### config.mk
export PLATFORM = sky130hd
export DESIGN_NAME = dasr_readout
export DESIGN_NICKNAME = d
export VERILOG_FILES = /design/src/dasr_sync.v /design/src/dasr_readout.v
export VERILOG_INCLUDE_DIRS = /design/src /design/src/src
export SDC_FILE = /design/constraint.sdc
export NUM_CORES = 1
export LEC_CHECK = 0
export BUFFER_PORTS_ARGS = -buffer_cell sky130_fd_sc_hd__buf_4
export CAP_MARGIN = 30
export CORE_MARGIN = 2
export CORE_UTILIZATION = 50
export CTS_BUF_LIST = sky130_fd_sc_hd__clkbuf_8
export CTS_CLUSTER_DIAMETER = 150
export DETAILED_ROUTE_END_ITERATION = 6
export GPL_TIMING_DRIVEN = 0
export HOLD_SLACK_MARGIN = 0.06
export PLACE_DENSITY_LB_ADDON = 0.15
export SYNTH_ARGS = -nofsm -noshare
export SYNTH_HDL_FRONTEND = slang
export SYNTH_SLANG_ARGS = --single-unit
### constraint.sdc
create_clock -name i_clk -period 2.8 [get_ports i_clk]
set_input_delay 0 -clock i_clk [delete_from_list [all_inputs] [get_ports i_clk]]
set_output_delay 0 -clock i_clk [all_outputs]
set_load 0.01 [all_outputs]
### src/dasr_map.vh
// Constants for the dual converter serial readout block.
// Assumes inclusion by bare name from the design files.
`ifndef DASR_MAP_VH
`define DASR_MAP_VH

// ----------------------------------------------------------------
// Frame layout
// ----------------------------------------------------------------
`define DASR_RES_W 14
`define DASR_WORD_W 16
`define DASR_CNT_W 6
`define DASR_CNT_ZERO 6'h00
`define DASR_CNT_ONE 6'h01
`define DASR_CNT_PD_LO 6'h02
`define DASR_CNT_PD_HI 6'h0a
`define DASR_CNT_CONV 6'h10
`define DASR_CNT_END 6'h20
`define DASR_CNT_MAX 6'h3f

// ----------------------------------------------------------------
// Power states
// ----------------------------------------------------------------
`define DASR_PWR_W 2
`define DASR_PWR_NORMAL 2'h0
`define DASR_PWR_PARTIAL 2'h1
`define DASR_PWR_FULL 2'h2

`endif

### src/dasr_sync.v
// Two-flop synchroniser with edge detection on the second stage.
// Assumes an input from outside the i_clk domain.
`timescale 1ns/10ps
`include "dasr_map.vh"

module dasr_sync
#(
    parameter RESET_VAL = 1'b0
)
(
    // Clock and reset
    input wire i_clk,
    input wire i_reset,
    // Pin
    input wire i_pin,
    // Synchronised level and edges
    output reg o_level,
    output wire o_rise,
    output wire o_fall
);

    reg meta_q;
    reg last_q;

    // Only the second stage and its delayed copy are looked at
    always @(posedge i_clk or posedge i_reset)
    begin
        if (i_reset)
        begin
            meta_q <= RESET_VAL;
            o_level <= RESET_VAL;
            last_q <= RESET_VAL;
        end
        else
        begin
            meta_q <= i_pin;
            o_level <= meta_q;
            last_q <= o_level;
        end
    end

    assign o_rise = o_level & ~last_q;
    assign o_fall = ~o_level & last_q;

endmodule // dasr_sync

### src/dasr_readout.v
// Serial control and readout of a dual simultaneous-sampling converter.
// Assumes the host drives the select and serial clock; both are sampled
// on i_clk, so the serial clock must be well below a quarter of i_clk.
`timescale 1ns/10ps
`include "dasr_map.vh"

module dasr_readout
(
    // Clock and reset
    input wire i_clk,
    input wire i_reset,
    // Host pins
    input wire i_select_n,
    input wire i_sclk,
    // Converter inputs, treated as already quantised samples
    input wire [`DASR_RES_W-1:0] i_sample_a,
    input wire [`DASR_RES_W-1:0] i_sample_b,
    // Serial data lines
    output reg o_result_line_a,
    output reg o_result_line_a_oe,
    output reg o_result_line_b,
    output reg o_result_line_b_oe,
    // Status
    output reg o_hold,
    output reg o_busy,
    output reg [`DASR_PWR_W-1:0] o_power
);

    // ----------------------------------------------------------------
    // Pin synchronisers
    // ----------------------------------------------------------------
    wire sel_rise;
    wire sel_fall;
    wire sclk_rise;
    wire sclk_fall;

    dasr_sync #(.RESET_VAL(1'b1)) u_sel (
        .i_clk(i_clk),
        .i_reset(i_reset),
        .i_pin(i_select_n),
        .o_level(),
        .o_rise(sel_rise),
        .o_fall(sel_fall)
    );

    dasr_sync #(.RESET_VAL(1'b0)) u_sclk (
        .i_clk(i_clk),
        .i_reset(i_reset),
        .i_pin(i_sclk),
        .o_level(),
        .o_rise(sclk_rise),
        .o_fall(sclk_fall)
    );

    // ----------------------------------------------------------------
    // Frame state
    // ----------------------------------------------------------------
    localparam ST_IDLE = 2'h0;
    localparam ST_ACTIVE = 2'h1;
    localparam ST_DONE = 2'h2;

    reg [1:0] state_q;
    reg [`DASR_CNT_W-1:0] falls_q;
    reg [`DASR_RES_W-1:0] samp_a_q;
    reg [`DASR_RES_W-1:0] samp_b_q;
    reg [`DASR_RES_W-1:0] res_a_q;
    reg [`DASR_RES_W-1:0] res_b_q;
    reg [`DASR_WORD_W-1:0] shift_a_q;
    reg [`DASR_WORD_W-1:0] shift_b_q;
    reg conv_done_q;
    reg pending_track_q;

    // Power step taken when select rises inside the abort window
    function [`DASR_PWR_W-1:0] pwr_step;
        input [`DASR_PWR_W-1:0] cur;
        input [`DASR_CNT_W-1:0] cnt;
        begin
            pwr_step = cur;
            if (cnt >= `DASR_CNT_PD_LO && cnt < `DASR_CNT_PD_HI)
            begin
                if (cur == `DASR_PWR_NORMAL)
                    pwr_step = `DASR_PWR_PARTIAL;
                else
                    pwr_step = `DASR_PWR_FULL;
            end
            else if (cnt >= `DASR_CNT_PD_HI)
                pwr_step = `DASR_PWR_NORMAL;
            // Below two falling edges the state is left alone
        end
    endfunction

    // Word of a frame, first or second: the given result behind two leading zeros
    function [`DASR_WORD_W-1:0] frame_word;
        input [`DASR_RES_W-1:0] res;
        begin
            frame_word = {{(`DASR_WORD_W-`DASR_RES_W){1'b0}}, res};
        end
    endfunction

    always @(posedge i_clk or posedge i_reset)
    begin
        if (i_reset)
        begin
            state_q <= ST_IDLE;
            falls_q <= `DASR_CNT_ZERO;
            samp_a_q <= {`DASR_RES_W{1'b0}};
            samp_b_q <= {`DASR_RES_W{1'b0}};
            res_a_q <= {`DASR_RES_W{1'b0}};
            res_b_q <= {`DASR_RES_W{1'b0}};
            shift_a_q <= {`DASR_WORD_W{1'b0}};
            shift_b_q <= {`DASR_WORD_W{1'b0}};
            conv_done_q <= 1'b0;
            pending_track_q <= 1'b0;
            o_result_line_a <= 1'b0;
            o_result_line_a_oe <= 1'b0;
            o_result_line_b <= 1'b0;
            o_result_line_b_oe <= 1'b0;
            o_hold <= 1'b0;
            o_busy <= 1'b0;
            o_power <= `DASR_PWR_NORMAL;
        end
        else
        begin
            case (state_q)
                ST_IDLE:
                begin
                    if (sel_fall)
                    begin
                        // Hold, sample, start and drive first zero
                        state_q <= ST_ACTIVE;
                        falls_q <= `DASR_CNT_ZERO;
                        samp_a_q <= i_sample_a;
                        samp_b_q <= i_sample_b;
                        // Previous result goes out this frame
                        shift_a_q <= frame_word(res_a_q);
                        shift_b_q <= frame_word(res_b_q);
                        conv_done_q <= 1'b0;
                        pending_track_q <= 1'b0;
                        o_hold <= 1'b1;
                        o_busy <= 1'b1;
                        o_result_line_a <= 1'b0;
                        o_result_line_b <= 1'b0;
                        o_result_line_a_oe <= 1'b1;
                        o_result_line_b_oe <= 1'b1;
                    end
                end
                ST_ACTIVE, ST_DONE:
                begin
                    if (sel_rise)
                    begin
                        // Abort, tri-state, update power state
                        state_q <= ST_IDLE;
                        o_result_line_a_oe <= 1'b0;
                        o_result_line_b_oe <= 1'b0;
                        o_busy <= 1'b0;
                        o_hold <= 1'b0;
                        o_power <= pwr_step(o_power, falls_q);
                        if (conv_done_q)
                        begin
                            res_a_q <= samp_a_q;
                            res_b_q <= samp_b_q;
                        end
                    end
                    else if (state_q == ST_ACTIVE)
                    begin
                        if (sclk_fall)
                        begin
                            falls_q <= falls_q + `DASR_CNT_ONE;
                            // Last result bit leaves on the fifteenth fall
                            o_result_line_a <= shift_a_q[`DASR_WORD_W-2];
                            o_result_line_b <= shift_b_q[`DASR_WORD_W-2];
                            shift_a_q <= {shift_a_q[`DASR_WORD_W-2:0], 1'b0};
                            shift_b_q <= {shift_b_q[`DASR_WORD_W-2:0], 1'b0};
                            if (falls_q == `DASR_CNT_CONV - `DASR_CNT_ONE)
                            begin
                                // Conversion finished; swap channels
                                conv_done_q <= 1'b1;
                                pending_track_q <= 1'b1;
                                o_busy <= 1'b0;
                                shift_a_q <= frame_word(res_b_q);
                                shift_b_q <= frame_word(res_a_q);
                                o_result_line_a <= 1'b0;
                                o_result_line_b <= 1'b0;
                            end
                            if (falls_q == `DASR_CNT_END - `DASR_CNT_ONE)
                            begin
                                // Tri-state and stay there until next frame
                                state_q <= ST_DONE;
                                o_result_line_a_oe <= 1'b0;
                                o_result_line_b_oe <= 1'b0;
                            end
                        end
                        if (sclk_rise && pending_track_q)
                        begin
                            // Back to track after the sixteenth fall
                            pending_track_q <= 1'b0;
                            o_hold <= 1'b0;
                        end
                    end
                    else if (sclk_rise && pending_track_q)
                    begin
                        pending_track_q <= 1'b0;
                        o_hold <= 1'b0;
                    end
                end
                default:
                begin
                    state_q <= ST_IDLE;
                end
            endcase
        end
    end

endmodule // dasr_readout

# Yosys cells after proc, flatten, opt, wreduce, memory -nomap -nowiden
# Cells that the tools add are included.
[classes]
add_sub_neg = 1
n_lt_le_gt_ge = 3
n_eq_ne = 17
muxes = 60
n_bitwise = 8
reduce_logical = 17
[ops]
columns = ["operator", "n"]
rows = [
  ["$mux W15", 10],
  ["$pmux W15 S2", 2],
  ["$mux W1", 27],
  ["$mux W6", 4],
  ["$ne A3 B3 Y1 const B", 8],
  ["$mux W2", 8],
  ["$reduce_and A5 Y1", 3],
  ["$pmux W1 S2", 7],
  ["$pmux W6 S2", 1],
  ["$reduce_and A6 Y1", 2],
  ["$ne A2 B2 Y1 const B", 5],
  ["$reduce_and A3 Y1", 3],
  ["$add A6 B1 Y6 const B", 1],
  ["$eq A6 B4 Y1 const B", 1],
  ["$eq A6 B5 Y1 const B", 1],
  ["$ge A6 B2 Y1 const B", 1],
  ["$ge A6 B4 Y1 const B", 1],
  ["$lt A6 B4 Y1 const B", 1],
  ["$and A1 B1 Y1", 4],
  ["$logic_not A2 Y1", 2],
  ["$not A1 Y1", 4],
  ["$pmux W2 S2", 1],
  ["$reduce_and A4 Y1", 1],
  ["$reduce_bool A2 Y1", 2],
  ["5 further kinds", 6],
]
[word_totals]
register_bits = 109
input_bits = 32
output_inout_bits = 8
wordCells = 128

# Longest topological paths before layout
[logic_depth]
ltp_word = 7
depth_mapped = 8
mapped_depth_nobuf = 6

# By module
# From an unflattened synthesis, not the netlist that was laid out.
[unflattened]
cells_unflattened = 380
area_unflattened_um2 = 4769.6
[by_module_without_submodules]
columns = ["mod", "n_inst", "cells_each", "area_per_inst_um2", "seq_area_each_um2"]
rows = [
  ["dasr_readout", 1, 368, 4578.1, 2577.5],
  ["dasr_sync (u_sel)", 1, 6, 97.6, 78.8],
  ["dasr_sync (u_sclk)", 1, 6, 93.8, 75.1],
]

# Least setup slack after synthesis
# Ideal clock, no wire load.
[synth_timing]
kind = "reg-to-reg"
from = "register state_q[0]"
to = "register shift_a_q[0]"
setup_ns = 0.125
arrival_time_ns = 1.874
required_time_ns = 2.675
setup_slack_ns = 0.801
path_stages_with_launch = 9
n_path_buf = 2
synth_period_minus_slack_ns = 1.999
cell_sequence = "dfrtp_1 inv_1 ha_1 buf_4 and4bb_1 a41oi_4 nand2_4 buf_6 mux2_4"
[synth_via]
elab_chain_len = 4
word_cells_on_any_way = 11
cone_classes = "6 x eq/ne; 1 x mux; 4 x reduce/logical"
[synth_rtl]
columns = ["item", "line", "text"]
rows = [
  ["from (decl)", "dasr_readout.v:62", "reg [1:0] state_q;"],
  ["from (signal assigned)", "dasr_readout.v:104", "state_q <= ST_IDLE;"],
  ["from (signal assigned)", "dasr_readout.v:130", "state_q <= ST_ACTIVE;"],
  ["from (signal assigned)", "dasr_readout.v:152", "state_q <= ST_IDLE;"],
  ["$eq A2 B1 Y1 or $eq A2 B2 Y1 (tied branches)", "dasr_readout.v:124, dasr_readout.v:164", ""],
  ["$reduce_or A2 Y1", "dasr_readout.v:124", "case (state_q)"],
  ["$ne A2 B2 Y1 (no source line) or $reduce_bool A2 Y1 (tied branches)", "n/a", ""],
  ["$reduce_and A5 Y1 (no source line)", "n/a", ""],
  ["to (signal assigned)", "dasr_readout.v:135", "shift_a_q <= frame_word(res_a_q);"],
  ["to (signal assigned)", "dasr_readout.v:172", "shift_a_q <= {shift_a_q[`DASR_WORD_W-2:0], 1'b0};"],
  ["to (signal assigned)", "dasr_readout.v:180", "shift_a_q <= frame_word(res_b_q);"],
  ["to (decl)", "dasr_readout.v:68", "reg [`DASR_WORD_W-1:0] shift_a_q;"],
]
# Parallel ways exist; a longest one is shown, timed or not.
# A chain may end at the register's enable or synchronous reset.

# Worst setup path after layout
[layout_timing]
from = "register state_q[1]"
to = "register shift_b_q[5]"
[layout_via]
elab_chain_len = 4
word_cells_on_any_way = 11
cone_classes = "6 x eq/ne; 1 x mux; 4 x reduce/logical"
[layout_rtl]
columns = ["item", "line", "text"]
rows = [
  ["$eq A2 B1 Y1 or $eq A2 B2 Y1 (tied branches)", "dasr_readout.v:124, dasr_readout.v:164", ""],
  ["$reduce_or A2 Y1", "dasr_readout.v:124", ""],
  ["$ne A2 B2 Y1 (no source line) or $reduce_bool A2 Y1 (tied branches)", "n/a", ""],
  ["$reduce_and A5 Y1 (no source line)", "n/a", ""],
  ["to (signal assigned)", "dasr_readout.v:136", "shift_b_q <= frame_word(res_b_q);"],
  ["to (signal assigned)", "dasr_readout.v:173", "shift_b_q <= {shift_b_q[`DASR_WORD_W-2:0], 1'b0};"],
  ["to (signal assigned)", "dasr_readout.v:181", "shift_b_q <= frame_word(res_a_q);"],
  ["to (decl)", "dasr_readout.v:69", "reg [`DASR_WORD_W-1:0] shift_b_q;"],
]
# Parallel ways exist; a longest one is shown, timed or not.

==> reports/metrics.csv <==
metric;value;unit
status;finished clean;
Gate power share;32.3;%
setup bufs post-CTS;0;
Cells after Synth;494;
multiplexer share of the synthesized area;14.1;%
Antenna diodes;0;
Area Overhead vs Synth;19.6;%
worst skew pair latency;0.38;ns
Port-buffer cells;39;
vias per cell;5.59;
Mean Syn Cell Area;10.4;µm²
hpwl dp;8.15;mm
Final GP Congestion;0.880;
clock root buffer;clkbuf_8;
final net count;614;
Rel. slew slack;47.6;%
fin area;6140;µm²
GRT overflow;0;
H-tree levels;3;
Final Max Tran Viols;0;
die area;11100;µm²
antenna violations before repair;0;
CTS tree;yes;
Iter 0 DRT Violations;271;
total global-route track usage;22.4;%
CTS sink count;109;
mapped cell area;5130;µm²
die height;105;µm
post-synthesis xor/xnor area fraction;0;%
Post-synth ARST share;100;%
wire per inst;16.3;µm
slowest cell delay on critical path;0.45;ns
Reg power frac;47.6;%
routed vias;3999;
post-synthesis adder-cell area fraction;1.22;%
max-cap violations;0;
DRT Pass-1 Iters;5;
CP Class;register to register;
arrival time at the worst endpoint;2.57;ns
setup TNS;0;ns
Synth Area in Compound Gates;11.2;%
largest net degree at the start of global routing;41;
final hold vios;0;
post-route ant nets;0;
top cell type's share of synthesized area;51.7;%
Overall Power;4720;µW
internal power;3070;µW
Max FO, Critical Path;10;
Achievable Freq;434;MHz
Post-route DRC;0;
slowest CP cell;clkbuf_1;
critical path cell sequence;inv_1 -> ha_1 -> buf_4 -> clkbuf_1 -> clkbuf_1 -> a31oi_1 -> mux2_4;
Resized Gates After CTS;0;
Num CTS Buffers;9;
Util after Layout;62.2;%
area fraction in and, or, nand and nor cells after synthesis;16.3;%
worst hold path class;input pin to register;
share of layout cells above drive strength 1;23.2;%
first-pass GRT wire length;19.9;mm
NetSw;1650;µW
synth unique cells;44;
Startpoint Class;register;
Tmin final;2.30;ns
pwr/cell area;768;nW/µm²
Sw Share;34.9;%
Reg clk slew, reported paths;0.11;ns
Period Utilization, post-route;82.3;%
Synth warnings;0;
Multi-input gate area;2190;µm²
Leak;0.00287;µW
core area;9860;µm²
Hold-fix buffers, CTS;31;
row cnt;36;
most frequent cells after synthesis;dfrtp_1 (106), nand2_1 (98), nand3_1 (38), mux2_2 (33), o21ai_0 (32);
slew of the pin with the lowest slew margin;0.784;ns
Starting Density;52.1;%
R2R Path Start;state_q[1];
Placed Instance Area;5640;µm²
worst min-delay path startpoint;i_select_n;
Seq/Total Area, Yosys;53.2;%
Syn Nets;531;
I/O pin cnt;40;
area leader, netlist;dfrtp_1;
final setup fails;0;
crit-path most repeated cell;clkbuf_1;
RSZ-0062 raised after global routing;false;
count leader, synth;dfrtp_1;
largest family of logic cells by synthesized area;simple AND/OR/NAND/NOR gates;
vias in the first global route;3809;
required time of the critical path;3.06;ns
clock network power share;20.1;%
crit path from;state_q[1];
VDD IR max;0.387;mV
Synth Flop Type;dfrtp_1;
FILL cells;801;
die span in x;105;µm
Crit. End Element;register;
Worst Skew;0.0110;ns
top post-synthesis cells by area;dfrtp_1 (52%), mux2_2 (7.2%), nand2_1 (7.2%), mux2_4 (5.3%), nand3_1 (3.7%);
Reg area;2730;µm²
Max Root-Sink Buffers;2;
final wirelength;11.7;mm
EDFF count, synth;0;
Synth Register Bits;109;
==> worst paths after layout <==
kind                                   to  slack [ns]  cells after the start
max                          shift_b_q[5]        0.50                      7
min                          u_sel.meta_q        0.27                      2
max reg2reg                  shift_b_q[5]        0.50                      7
min reg2reg                 u_sel.o_level        0.36                      0
max in group asynchronous    shift_a_q[3]        1.59                      5
min in group asynchronous  u_sclk.o_level        0.31                      3
==> layout make-up <==
class                           count  share of cell area [%]
Multi-Input combinational cell    342                    35.7
Timing Repair Buffer               72                    10.5
Clock buffer                        9                    2.02
Sequential cell                   109                    44.5
Clock inverter                      7                    1.10
Tap cell                          133                    2.71
Buffer                             33                    2.79
Inverter                           10                   0.673
==> power groups by stage <==
stage / sequential [µW] / combinational [µW] / clock (µW)
2_1_floorplan: 2220 / 1100 / 0
3_3_place_gp: 2270 / 1420 / 0
3_5_place_dp: 2270 / 1480 / 0
4_1_cts: 2240 / 1520 / 959
5_1_grt: 2310 / 1700 / 1030
6_report: 2250 / 1520 / 946
==> registers in the layout (all words and copies together), names as in the netlist <==
register / flops
u_sel.meta_q: 1
o_result_line_b: 1
o_busy: 1
state_q: 2
pending_track_q: 1
u_sclk.last_q: 1
o_result_line_b_oe: 1
u_sclk.meta_q: 1
shift_a_q: 15
o_result_line_a: 1
samp_b_q: 14
res_a_q: 14
u_sclk.o_level: 1
o_power: 2
shift_b_q: 15
falls_q: 6
samp_a_q: 14
u_sel.o_level: 1
res_b_q: 14
o_hold: 1
conv_done_q: 1
u_sel.last_q: 1
==> stage by stage <==
step	std cells	setup WS, ns	hold slack [ns]
floorplan	494	0.801	0.00448
global placement	666	0.578	0.109
detailed placement	668	0.560	0.112
CTS	715	0.530	0.258
global route	715	0.323	0.259
finish	715	0.497	0.267
==> per-layer routing <==
metal	vias to the layer above	track usage (%)	routed length [µm]
li1	1878	-	-
met1	1978	33.7	5720
met2	129	33.2	5220
met3	14	3.96	575
met4	0	6.57	151
met5	-	0	0
==> layout by cell type, fill, tap and decap left out, types with 3 or more instances in the layout <==
master / n
clkbuf_8: 9
o21ai_0: 32
clkbuf_1: 18
o2bb2ai_1: 3
buf_6: 4
ha_1: 5
mux2_2: 33
a31oi_1: 22
dfrtp_1: 106
nor2_1: 28
nand2b_1: 4
dfstp_2: 3
or2_2: 5
mux2_4: 18
buf_2: 8
nand3_1: 38
buf_4: 41
a21o_1: 3
nand2_1: 98
inv_1: 9
mux2i_1: 8
a211oi_1: 3
dlygate4sd3_1: 31
o211ai_1: 4
a21oi_1: 12
inv_6: 3
nor3_1: 3
==> worst max-delay path, delay by kind of cell (launching register included) <==
family / cells / cell delay, ns
AO/OA/AOI/OAI: 1 / 0.16
flip-flops: 1 / 0.40
adder cells (fa/ha/maj): 1 / 0.27
buffers and inverters: 4 / 1.07
multiplexers: 1 / 0.28
==> kinds of logic after synthesis <==
group / Yosys count
fa+ha+maj: 5
flops: 109
mux: 59
simple gates: 188
buf+inv: 43
compound gates: 90
No activity file was read; power rests on OpenSTA's default activity.
